### src/core/csx_defs.svh
// constants for the coast stop and external trip block
// What this block does
// - coast stop asserted: output drive off, motor coasts freely
// - coast stop released: drive resumes only if run command still asserted
// - restart mode picks zero frequency or present motor speed after release
// - programmable restart wait after release; zero means no wait
// - coast stop released: normal output, stop request turns drive enable off at once
// - any of eight terminals takes coast stop by code 11, trip by 12
// - external trip input puts device in trip, error code 12, output stopped
// - only an off-to-on transition of the trip input latches a trip
// - releasing the trip input does not clear the trip
// - trip cleared by reset or power cycle; power cycle returns device to stop
// - on trip the motor coasts and the alarm rises at once
// - reset during trip clears alarm and error indication
// - reset released with run still asserted: drive resumes without new run
// - on-to-off trip input makes no event; recorded events stay until reset
// - with restart guard on, no automatic restart after a cleared trip
`ifndef CSX_DEFS_SVH
`define CSX_DEFS_SVH

`define CSX_NTERM 8
`define CSX_FUNC_W 8
`define CSX_OPT_COAST 8'h0b
`define CSX_OPT_TRIP 8'h0c
`define CSX_ERR_NONE 8'h00
`define CSX_ERR_EXT 8'h0c

`define CSX_ADDR_FUNC_LO 8'h00
`define CSX_ADDR_FUNC_HI 8'h04
`define CSX_ADDR_RESTART 8'h08
`define CSX_ADDR_STATUS 8'h0c
`define CSX_ADDR_HISTORY 8'h10

`define CSX_FUNC_RST 32'h0000_0000
`define CSX_RESTART_RST 32'h0000_0000
`define CSX_MODE_BIT 0
`define CSX_GUARD_BIT 1
`define CSX_WAIT_LSB 8
`define CSX_WAIT_MSB 23
`define CSX_WAIT_W 16
`define CSX_KP_RESET_BIT 0
`define CSX_ST_TRIP_BIT 0
`define CSX_ST_ALARM_BIT 1
`define CSX_ST_GUARD_BIT 2
`define CSX_ST_ERR_LSB 8
`define CSX_ST_ERR_MSB 15
`define CSX_ST_STATE_LSB 16
`define CSX_ST_STATE_MSB 20
`define CSX_HIST_W 8

`define CSX_CLK_NS 10
`define CSX_TICK_NS 1000
`define CSX_TICK_CYC (`CSX_TICK_NS / `CSX_CLK_NS)

`endif

### src/core/csx_pkg.sv
// types for the coast stop and external trip block
package csx_pkg;

   typedef enum logic [4:0]
   {
      CSX_ST_STOP = 5'b00001,
      CSX_ST_RUN = 5'b00010,
      CSX_ST_COAST = 5'b00100,
      CSX_ST_WAIT = 5'b01000,
      CSX_ST_TRIP = 5'b10000
   } csx_state_t;

endpackage

### src/core/csx_term_sync.sv
// two-flop synchroniser with rising edge detect for terminal inputs
`timescale 1ns/100ps
`default_nettype none
module csx_term_sync
#(
   parameter int W = 8
)
(
   input wire logic i_mclk,
   input wire logic i_rst,
   input wire logic [W-1:0] i_pin,
   output logic [W-1:0] o_level,
   output logic [W-1:0] o_rise
);

   logic [W-1:0] meta_reg;
   logic [W-1:0] sync_reg;
   logic [W-1:0] last_reg;

   // first stage feeds only the second stage
   always_ff @(posedge i_mclk)
   begin
      if (i_rst)
      begin
         meta_reg <= '0;
         sync_reg <= '0;
         last_reg <= '0;
      end
      else
      begin
         meta_reg <= i_pin;
         sync_reg <= meta_reg;
         last_reg <= sync_reg;
      end
   end

   // level and one-cycle off-to-on pulse
   assign o_level = sync_reg;
   assign o_rise = sync_reg & ~last_reg;

endmodule
`default_nettype wire

### src/core/csx_coast_trip.sv
// coast stop and latched external trip control with register port
//
// Design decisions made here: the register offsets and strobed register access.
`timescale 1ns/100ps
`default_nettype none
`include "csx_defs.svh"
module csx_coast_trip
#(
   parameter int NTERM = `CSX_NTERM,
   parameter int TICK_CYC = `CSX_TICK_CYC,
   parameter int FW = 16
)
(
   input wire logic i_mclk,
   input wire logic i_rst,
   input wire logic [NTERM-1:0] i_term,
   input wire logic i_run_cmd,
   input wire logic i_reset_terminal_input,
   input wire logic [FW-1:0] i_motor_freq,
   input wire logic [7:0] i_addr,
   input wire logic [31:0] i_wdata,
   input wire logic i_wr,
   input wire logic i_rd,
   output logic [31:0] o_rdata,
   output logic o_drive_en,
   output logic o_start_load,
   output logic [FW-1:0] o_start_freq,
   output logic o_alarm,
   output logic [7:0] o_error_code
);

   localparam int SW = NTERM + 2;

   logic [SW-1:0] sync_lvl;
   logic [SW-1:0] sync_rise;
   logic [NTERM-1:0] coast_hit;
   logic [NTERM-1:0] trip_hit;
   logic [31:0] func_lo_reg;
   logic [31:0] func_hi_reg;
   logic [31:0] restart_reg;
   logic trip_reg;
   logic trip_next;
   logic guard_blk_reg;
   logic guard_blk_next;
   logic [`CSX_HIST_W-1:0] hist_reg;
   logic [`CSX_WAIT_W-1:0] wait_cnt_reg;
   logic [`CSX_WAIT_W-1:0] wait_cnt_next;
   logic [$clog2(TICK_CYC+1)-1:0] tick_cnt_reg;
   csx_pkg::csx_state_t state_reg;
   csx_pkg::csx_state_t state_next;
   logic start_next;
   logic [FW-1:0] start_freq_next;

   // terminals, run command and reset terminal share one synchroniser
   csx_term_sync #(.W(SW)) u_sync
   (
      .i_mclk(i_mclk),
      .i_rst(i_rst),
      .i_pin({i_reset_terminal_input, i_run_cmd, i_term}),
      .o_level(sync_lvl),
      .o_rise(sync_rise)
   );

   wire run_lvl = sync_lvl[NTERM];
   wire run_rise = sync_rise[NTERM];
   wire rst_lvl = sync_lvl[NTERM+1];
   wire rst_rise = sync_rise[NTERM+1];

   // per-terminal function decode
   genvar g;
   generate
      for (g = 0; g < NTERM; g++)
      begin : g_term
         wire [`CSX_FUNC_W-1:0] func_sel;
         if (g < 4)
         begin : g_lo
            assign func_sel = func_lo_reg[g*`CSX_FUNC_W +: `CSX_FUNC_W];
         end
         else
         begin : g_hi
            assign func_sel = func_hi_reg[(g-4)*`CSX_FUNC_W +: `CSX_FUNC_W];
         end
         assign coast_hit[g] = sync_lvl[g] && (func_sel == `CSX_OPT_COAST);
         assign trip_hit[g] = sync_rise[g] && (func_sel == `CSX_OPT_TRIP);
      end
   endgenerate

   // register port decode
   wire wr_func_lo = i_wr && (i_addr == `CSX_ADDR_FUNC_LO);
   wire wr_func_hi = i_wr && (i_addr == `CSX_ADDR_FUNC_HI);
   wire wr_restart = i_wr && (i_addr == `CSX_ADDR_RESTART);
   wire kp_reset = i_wr && (i_addr == `CSX_ADDR_STATUS) && i_wdata[`CSX_KP_RESET_BIT];
   wire mode_speed = restart_reg[`CSX_MODE_BIT];
   wire guard_en = restart_reg[`CSX_GUARD_BIT];
   wire [`CSX_WAIT_W-1:0] wait_time = restart_reg[`CSX_WAIT_MSB:`CSX_WAIT_LSB];

   // combined events
   wire coast_lvl = |coast_hit;
   wire trip_set = |trip_hit;
   wire reset_req = rst_lvl || kp_reset;
   wire reset_pulse = rst_rise || kp_reset;
   wire tick = (tick_cnt_reg == ($clog2(TICK_CYC+1))'(TICK_CYC - 1));
   wire wait_done = tick && (wait_cnt_reg == `CSX_WAIT_W'(1));
   wire [FW-1:0] resume_freq = mode_speed ? i_motor_freq : '0;

   // status and read mux
   wire [31:0] status_word = {11'h000, state_reg, o_error_code,
                              5'h00, guard_blk_reg, o_alarm, trip_reg};
   wire [31:0] rd_mux =
      (i_addr == `CSX_ADDR_FUNC_LO) ? func_lo_reg :
      (i_addr == `CSX_ADDR_FUNC_HI) ? func_hi_reg :
      (i_addr == `CSX_ADDR_RESTART) ? restart_reg :
      (i_addr == `CSX_ADDR_STATUS) ? status_word :
      (i_addr == `CSX_ADDR_HISTORY) ? {{(32-`CSX_HIST_W){1'b0}}, hist_reg} :
      32'h0000_0000;

   // trip latch: a new edge wins over a clear
   assign trip_next = trip_set || (trip_reg && !reset_req);

   // restart guard block
   always_comb
   begin
      guard_blk_next = guard_blk_reg;
      if (trip_set && guard_en)
         guard_blk_next = 1'b1;
      else if (run_rise || (reset_pulse && !trip_reg))
         guard_blk_next = 1'b0;
   end

   // control state machine
   always_comb
   begin
      state_next = state_reg;
      start_next = 1'b0;
      start_freq_next = o_start_freq;
      wait_cnt_next = wait_cnt_reg;
      case (state_reg)
         csx_pkg::CSX_ST_STOP:
         begin
            if (trip_set)
               state_next = csx_pkg::CSX_ST_TRIP;
            else if (run_lvl && !coast_lvl && !guard_blk_reg && !trip_reg)
            begin
               state_next = csx_pkg::CSX_ST_RUN;
               start_next = 1'b1;
               start_freq_next = '0;
            end
         end
         csx_pkg::CSX_ST_RUN:
         begin
            if (trip_set)
               state_next = csx_pkg::CSX_ST_TRIP;
            else if (coast_lvl)
               state_next = csx_pkg::CSX_ST_COAST;
            else if (!run_lvl)
               state_next = csx_pkg::CSX_ST_STOP;
         end
         csx_pkg::CSX_ST_COAST:
         begin
            if (trip_set)
               state_next = csx_pkg::CSX_ST_TRIP;
            else if (!coast_lvl && !run_lvl)
               state_next = csx_pkg::CSX_ST_STOP;
            else if (!coast_lvl && (wait_time == '0))
            begin
               state_next = csx_pkg::CSX_ST_RUN;
               start_next = 1'b1;
               start_freq_next = resume_freq;
            end
            else if (!coast_lvl)
            begin
               state_next = csx_pkg::CSX_ST_WAIT;
               wait_cnt_next = wait_time;
            end
         end
         csx_pkg::CSX_ST_WAIT:
         begin
            if (trip_set)
               state_next = csx_pkg::CSX_ST_TRIP;
            else if (coast_lvl)
               state_next = csx_pkg::CSX_ST_COAST;
            else if (!run_lvl)
               state_next = csx_pkg::CSX_ST_STOP;
            else if (wait_done)
            begin
               state_next = csx_pkg::CSX_ST_RUN;
               start_next = 1'b1;
               start_freq_next = resume_freq;
            end
            else if (tick)
               wait_cnt_next = wait_cnt_reg - `CSX_WAIT_W'(1);
         end
         csx_pkg::CSX_ST_TRIP:
         begin
            if (!trip_reg && !trip_set && !rst_lvl)
            begin
               if (run_lvl && !coast_lvl && !guard_blk_next)
               begin
                  state_next = csx_pkg::CSX_ST_RUN;
                  start_next = 1'b1;
                  start_freq_next = '0;
               end
               else
                  state_next = csx_pkg::CSX_ST_STOP;
            end
         end
         default:
            state_next = csx_pkg::CSX_ST_STOP;
      endcase
   end

   // configuration registers
   always_ff @(posedge i_mclk)
   begin
      if (i_rst)
      begin
         func_lo_reg <= `CSX_FUNC_RST;
         func_hi_reg <= `CSX_FUNC_RST;
         restart_reg <= `CSX_RESTART_RST;
      end
      else
      begin
         if (wr_func_lo)
            func_lo_reg <= i_wdata;
         if (wr_func_hi)
            func_hi_reg <= i_wdata;
         if (wr_restart)
            restart_reg <= i_wdata & 32'h00ff_ff03;
      end
   end

   // trip, history and wait timing state
   always_ff @(posedge i_mclk)
   begin
      if (i_rst)
      begin
         trip_reg <= 1'b0;
         guard_blk_reg <= 1'b0;
         hist_reg <= '0;
         wait_cnt_reg <= '0;
         tick_cnt_reg <= '0;
         state_reg <= csx_pkg::CSX_ST_STOP;
      end
      else
      begin
         trip_reg <= trip_next;
         guard_blk_reg <= guard_blk_next;
         if (trip_set && (hist_reg != '1))
            hist_reg <= hist_reg + `CSX_HIST_W'(1);
         else if (reset_req && !trip_set)
            hist_reg <= '0;
         wait_cnt_reg <= wait_cnt_next;
         tick_cnt_reg <= (tick || (state_reg != csx_pkg::CSX_ST_WAIT)) ? '0 :
                         tick_cnt_reg + 1'b1;
         state_reg <= state_next;
      end
   end

   // registered outputs
   always_ff @(posedge i_mclk)
   begin
      if (i_rst)
      begin
         o_drive_en <= 1'b0;
         o_start_load <= 1'b0;
         o_start_freq <= '0;
         o_alarm <= 1'b0;
         o_error_code <= `CSX_ERR_NONE;
         o_rdata <= 32'h0000_0000;
      end
      else
      begin
         o_drive_en <= (state_next == csx_pkg::CSX_ST_RUN);
         o_start_load <= start_next;
         o_start_freq <= start_freq_next;
         o_alarm <= trip_next;
         o_error_code <= trip_next ? `CSX_ERR_EXT : `CSX_ERR_NONE;
         o_rdata <= i_rd ? rd_mux : 32'h0000_0000;
      end
   end
endmodule
`default_nettype wire

### config.mk
export PLATFORM = sky130hd
export DESIGN_NAME = csx_coast_trip
export DESIGN_NICKNAME = d
export VERILOG_FILES = /design/src/core/csx_pkg.sv /design/src/core/csx_term_sync.sv /design/src/core/csx_coast_trip.sv
export VERILOG_INCLUDE_DIRS = /design/src /design/src/core
export SDC_FILE = /design/constraint.sdc
export NUM_CORES = 1
export LEC_CHECK = 0
export ABC_AREA = 1
export BUFFER_PORTS_ARGS = -buffer_cell sky130_fd_sc_hd__buf_2
export CAP_MARGIN = 20
export CORE_MARGIN = 4
export CORE_UTILIZATION = 45
export CTS_CLUSTER_DIAMETER = 80
export DETAILED_ROUTE_END_ITERATION = 6
export GPL_ROUTABILITY_DRIVEN = 1
export GPL_TIMING_DRIVEN = 0
export SLEW_MARGIN = 30
export SYNTH_ARGS = -nofsm -noshare
export SYNTH_HDL_FRONTEND = slang
export SYNTH_SLANG_ARGS = --single-unit
### constraint.sdc
create_clock -name i_mclk -period 1.9 [get_ports i_mclk]
set_input_delay 0.38 -clock i_mclk [delete_from_list [all_inputs] [get_ports i_mclk]]
set_output_delay 0.38 -clock i_mclk [all_outputs]
set_load 0.03 [all_outputs]
### Word level (Yosys, flattened, before mapping)

Cells that the tools add are included.
Widths: inputs -> output; s select.

| storage, ports and cells | value |
|---|---|
| flip-flop bits (word level) | 208 |
| input port bits | 70 |
| output and inout port bits | 59 |
| logic and storage cells | 188 |

| cells by class | value |
|---|---|
| $add $sub $neg | 3 |
| equality and inequality tests | 45 |
| muxes and demuxes | 61 |
| bitwise operators | 3 |
| reduce and logical (&&, ||, !) cells | 59 |

Operators by type and width:

| kind | count |
|---|---|
| $mux 16 | 21 |
| $eq 8x4->1 const B | 18 |
| $mux 5 | 14 |
| $mux 32 | 2 |
| $pmux 16 s4 | 1 |
| $logic_and 1x1->1 | 35 |
| $pmux 16 s2 | 1 |
| $ne 2x2->1 const B | 14 |
| $pmux 5 s5 | 1 |
| $mux 24 | 1 |
| $mux 8 | 3 |
| $mux 21 | 1 |
| $eq 16x1->1 const B | 1 |
| $logic_not 16->1 | 1 |
| $reduce_or 8->1 | 2 |
| $sub 16x1->16 const B | 1 |
| $mux 1 | 13 |
| $reduce_and 12->1 | 1 |
| $and 10x10->10 | 1 |
| $eq 5x2->1 const B | 2 |
| $not 10->10 | 1 |
| $reduce_and 10->1 | 1 |
| $add 8x1->8 const B | 1 |
| $eq 8x3->1 const B | 1 |
| other kinds (20) | 33 |

### Logic depth before layout (Yosys ltp)

| depth | value |
|---|---|
| depth after elaboration | 14 |
| gate-level depth with buffers | 15 |
| mapped depth without buffers | 15 |

### Modules after synthesis

From an unflattened synthesis, not the netlist that was laid out.

| unflattened totals | value |
|---|---|
| cells, all modules | 1318 |
| area total of the unflattened synthesis | 9177.6 um^2 |

By module, submodules not included:

| module | instances | cells each | area each (um^2) | seq. area each (um^2) |
|---|---|---|---|---|
| csx_coast_trip | 1 | 1215 | 8280.4 | 3403.3 |
| csx_term_sync | 1 | 103 | 897.1 | 600.6 |

### Worst setup path before layout

No wires, ideal clock.

| path | value |
|---|---|
| kind | reg-to-reg |
| from | register tick_cnt_reg[0] |
| to | register wait_cnt_reg[15] |
| library setup time | 0.132 ns |
| data arrival time | 1.598 ns |
| required time | 1.768 ns |
| slack | 0.170 ns |
| stages on the path, launching flop included | 13 |
| path buffers | 2 |
| clock period less this slack | 1.730 ns |
| cells stage by stage | dfxtp_1 -> ha_1 -> inv_1 -> nor2_1 -> inv_1 -> nor2_1 -> nor2_1 -> nor3b_2 -> nand3_2 -> buf_6 -> buf_8 -> nand2_1 -> a21oi_1 |

| between the ends | value |
|---|---|
| cells in the longest elaborated chain, start to end | 4 |
| elaborated cells on any way between the ends | 5 |
| those cells by class | eq/ne (3); reduce/logical (2) |

Ends and longest elaborated chain:

| what | line | text |
|---|---|---|
| start, declared | csx_coast_trip.sv:48 | `logic [$clog2(TICK_CYC+1)-1:0] tick_cnt_reg;` |
| start signal, assigned | csx_coast_trip.sv:253 | `tick_cnt_reg <= (tick \|\| (state_reg != csx_pkg::CSX_ST_WAIT)) ? '0 :` |
| $eq 7x7->1 * | csx_coast_trip.sv:102 | `wire tick = (tick_cnt_reg == ($clog2(TICK_CYC+1))'(TICK_CYC - 1));` |
| $logic_and 1x1->1 | csx_coast_trip.sv:103 | `` wire wait_done = tick && (wait_cnt_reg == `CSX_WAIT_W'(1)); `` |
| $ne 2x2->1 (no line) | n/a |  |
| $reduce_and 10->1 (no line) * | n/a |  |
| end signal, assigned | csx_coast_trip.sv:252 | `wait_cnt_reg <= wait_cnt_next;` |
| end, declared | csx_coast_trip.sv:46 | `` logic [`CSX_WAIT_W-1:0] wait_cnt_reg; `` |

Every way passes the cells marked *; elsewhere a longest branch is shown, timed or not.
A chain may end at the register's enable or synchronous reset.

### Final worst setup path

| path | value |
|---|---|
| from | register func_lo_reg[22] |
| to | register o_start_freq[9] |

| between the ends | value |
|---|---|
| cells in the longest elaborated chain, start to end | 9 |
| elaborated cells on any way between the ends | 29 |
| those cells by class | eq/ne (11); mux (1); reduce/logical (17) |

Ends and longest elaborated chain:

| what | line | text |
|---|---|---|
| start, declared | csx_coast_trip.sv:38 | `logic [31:0] func_lo_reg;` |
| start signal, assigned | csx_coast_trip.sv:217 | `` func_lo_reg <= `CSX_FUNC_RST; `` |
| start signal, assigned | csx_coast_trip.sv:224 | `func_lo_reg <= i_wdata;` |
| $eq 8x4->1 (no line) | n/a |  |
| $logic_and 1x1->1, on equally long branches | csx_coast_trip.sv:84, csx_coast_trip.sv:83 |  |
| $reduce_or 8->1, on equally long branches | csx_coast_trip.sv:99, csx_coast_trip.sv:98 |  |
| $logic_and 1x1->1 or $logic_not 1->1 (tied branches) | n/a |  |
| $mux 1 or $logic_and 1x1->1 (tied branches) | csx_coast_trip.sv:124, csx_coast_trip.sv:142, csx_coast_trip.sv:197 |  |
| $logic_not 1->1 or $logic_and 1x1->1 (tied branches) | csx_coast_trip.sv:197, csx_coast_trip.sv:142 |  |
| $logic_and 1x1->1, on equally long branches | csx_coast_trip.sv:197, csx_coast_trip.sv:142 |  |
| $ne 2x2->1 (no line) | n/a |  |
| $reduce_and 12->1 (no line) * | n/a |  |
| end signal, assigned | csx_coast_trip.sv:275 | `o_start_freq <= start_freq_next;` |
| end, declared | csx_coast_trip.sv:27 | `output logic [FW-1:0] o_start_freq,` |

Marked as above.

==> impl_metrics.csv <==
group,metric,value,unit
sta,post-route-period-util,1.06,
route,initialDrtViolationCount,828,
synth,netlist_instances,1311,
sta,maxSlewViolCount,0,
floorplan,start_util,0.458,
route,wirelength,30400,microns
status,violations,"setup timing",
layout,final_nets,1584,
clock_network,numCtsBuffers,17,
pwr,cellLeakagePower,5.46,nW
worst_setup_path,worstPathRequired,2.24,ns
synth,ys.flop_type,"dfxtp_1",
global_routing,antenna_found_initial,0,
floorplan,core-area,0.0203,sq mm
floorplan,die_width,152,microns
place,dp.cells,1707,
clock_network,clkTransAtPathRegs,0.08,ns
clock_network,clock-sinks,200,
synth,yosysWarnings,0,
sta,slew_headroom,0.414,
floorplan,num_rows,52,
synth,synth.distinct_cells,46,
synth,postSynthAreaPerCell,7.09,sq um
pwr,ir_worst_vdd,0.691,mV
sta,fmax,497,MHz
synth,synth-edff-count,0,
layout,drive_above_1_share,0.305,
pwr,switching_share,0.255,
global_routing,grt_pass1_vias,8468,
global_routing,grt-ovfl-total,0,
clock_network,clk_latency,0.44,ns
worst_setup_path,crit_type,"reg2reg",
pwr,clock_power_share,0.441,
layout,multi_input_area,0.00476,sq mm
synth,synth_most_common_cell,"nand2_1",
synth,synthTopCellsByArea,"dfxtp_1, nand2_1, nor2_1",
job,maxCapViolations,0,
clock_network,cts_tree,"yes",
worst_setup_path,end_kind,"flip-flop",
global_routing,grt.total_usage,0.259,
sta,rsz0062_at_grt,"yes",
route,antenna_left,0,
synth,synth_area,0.00930,sq mm
worst_hold_path,hold_path.class,"in2reg",
pwr,internal-power,6.39,mW
synth,synth_top_area_cell,"dfxtp_1",
clock_network,cts_max_path_buffers,2,
status,status,"finished with violations",
global_routing,grt_max_degree,21,
sta,finalHoldViolCount,0,
sta,finalSetupViolations,28,
synth,ys_seq_elements,200,
layout,n_fill_cell,1953,
layout,area_growth,29.5,%
pwr,pwr-share-seq,0.497,
worst_setup_path,critPathArrivalTime,2.35,ns
sta,fin_ws,-0.110,ns
worst_setup_path,start_kind,"flip-flop",
sta,worst_slew_pin_slew,0.879,ns
sta,skew,0.0216,ns
synth,yosysSeqAreaShare,0.431,
sta,layout_min_cycle_time,2.01,ns
route,dr.pass1.iters,5,
floorplan,die-area,0.0230,sq mm
synth,synth_common_cells,"nand2_1, nor2_1, dfxtp_1, inv_1, o21ai_0",
route,vias,9396,
synth,async_flop_share,0,
worst_setup_path,cpMaxStageDelayCell,"dfxtp_2",
place,gp_congestion,0.963,
synth,synth_top_area_share,0.431,
route,wl_per_cell,17.0,microns
clock_network,clockRootBuffer,"clkbuf_16",
clock_network,h-tree-depth,4,
place,port_buffers,121,
route,via_per_inst,5.24,
worst_setup_path,crit_fanout,5,
pwr,switchingPower,2.19,mW
worst_setup_path,max_stage_delay,0.36,ns
route,route.detailed.drc,0,
place,dp_slack,-0.692,ns
global_routing,grt_first_pass_wirelength,45400,microns
place,hpwl,22300,microns
pwr,p_per_area,713,mW/mm^2
floorplan,ios,129,
pwr,p_comb_frac,0.062,
layout,final_cells,1793,
layout,antennaDiodeCount,0,
floorplan,die_h,152,microns
worst_setup_path,path_cells,"nor2_4, nand2_2, nor2_4, nand2_2, nand2_2, nor2_4, nand2_4, a21oi_4, buf_12, nand3_4, buf_6, a21boi_1, nor2_2",
layout,regArea,0.00408,sq mm
[worst max-delay path: cells and delay by family (launching register included)]
family	cells	cell delay (ns)
compound gates	2	0.44
buf+inv	2	0.33
flops	1	0.36
simple gates	9	0.78
[cells by family (layout without fill, tap and decap cells)]
| logic type | after synthesis | after routing | share of synthesized area |
|---|---|---|---|
| other cells | 1 | 6 | 0.000403 |
| flops | 200 | 200 | 0.431 |
| compound gates | 303 | 303 | 0.189 |
| fa+ha+maj | 4 | 4 | 0.00538 |
| xor+xnor | 9 | 9 | 0.00848 |
| buf+inv | 263 | 469 | 0.116 |
| simple gates | 531 | 532 | 0.250 |
[what timing repair did]
item | CTS | global route
endpoints found under the setup margin | 96 | 90
pin swaps | 23 | 58
buffers inserted | 17 | 31
gates resized for setup | 80 | 179
hold buffers | 0 | 0
cloned | 4 | 3
[layer usage]
| layer | global-route usage | up-vias | wire length [microns] |
|---|---|---|---|
| met4 | 0.0687 | 0 | 838 |
| met5 | 0 | - | 0 |
| met3 | 0.0544 | 50 | 1850 |
| met1 | 0.347 | 4371 | 13100 |
| li1 | - | 4649 | - |
| met2 | 0.425 | 326 | 14600 |
[placed cells by master (no fill, tap or decap), types with 9 or more instances in the layout]
master / n
nor2_1: 169
inv_1: 167
nand2_1: 163
dfxtp_1: 139
buf_2: 128
o21ai_0: 108
a21oi_1: 97
dfxtp_2: 60
buf_4: 52
nand3_1: 42
nand2_2: 36
clkbuf_1: 33
inv_2: 25
nor2_4: 22
nand3b_1: 19
clkbuf_16: 19
o211ai_1: 18
nand4_1: 16
a211oi_1: 15
nor2_2: 15
o221ai_1: 15
a21oi_2: 11
buf_6: 11
nor3_1: 10
o21ai_2: 10
a21boi_2: 9
[worst paths after layout]
path                                    startpoint            endpoint  slack [ns]  depth (start not counted)
worst max-delay path               func_lo_reg[22]     o_start_freq[9]       -0.11                         13
worst min register to register  u_sync.meta_reg[3]   u_sync.o_level[3]        0.40                          2
worst min-delay path                     i_term[6]  u_sync.meta_reg[6]        0.13                          3
worst max register to register     func_lo_reg[22]     o_start_freq[9]       -0.11                         13
[power groups by stage]
stage / clock network (mW) / logic [mW] / registers (mW)
floorplan: 0 / 0.230 / 4.39
detailed placement: 0 / 0.473 / 4.36
global placement: 0 / 0.472 / 4.36
global route: 4.02 / 0.571 / 4.27
finish: 3.78 / 0.529 / 4.26
CTS: 3.84 / 0.489 / 4.26
[area by class of cell]
cell class,instances,area share
Multi-Input combinational cell,854,0.396
Timing Repair Buffer,175,0.0912
Sequential cell,200,0.339
Clock buffer,19,0.0376
Inverter,197,0.0627
Tap cell,270,0.0281
Clock inverter,13,0.0141
Buffer,65,0.0312
[stage by stage]
step	total power, mW	setup TNS, ns	cell area (sq um)	utilization	hold slack [ns]
after floorplan	4.62	0	9310	-	0.388
after global placement	4.83	-56.17	10300	0.505	0.392
after detailed placement	4.83	-54.71	10300	0.505	0.396
after CTS	8.60	-1.17	11200	0.553	0.122
after global routing	8.86	-4.58	12000	0.593	0.122
final	8.57	-1.52	12000	0.593	0.131
Power figures use the tool's default switching activity.
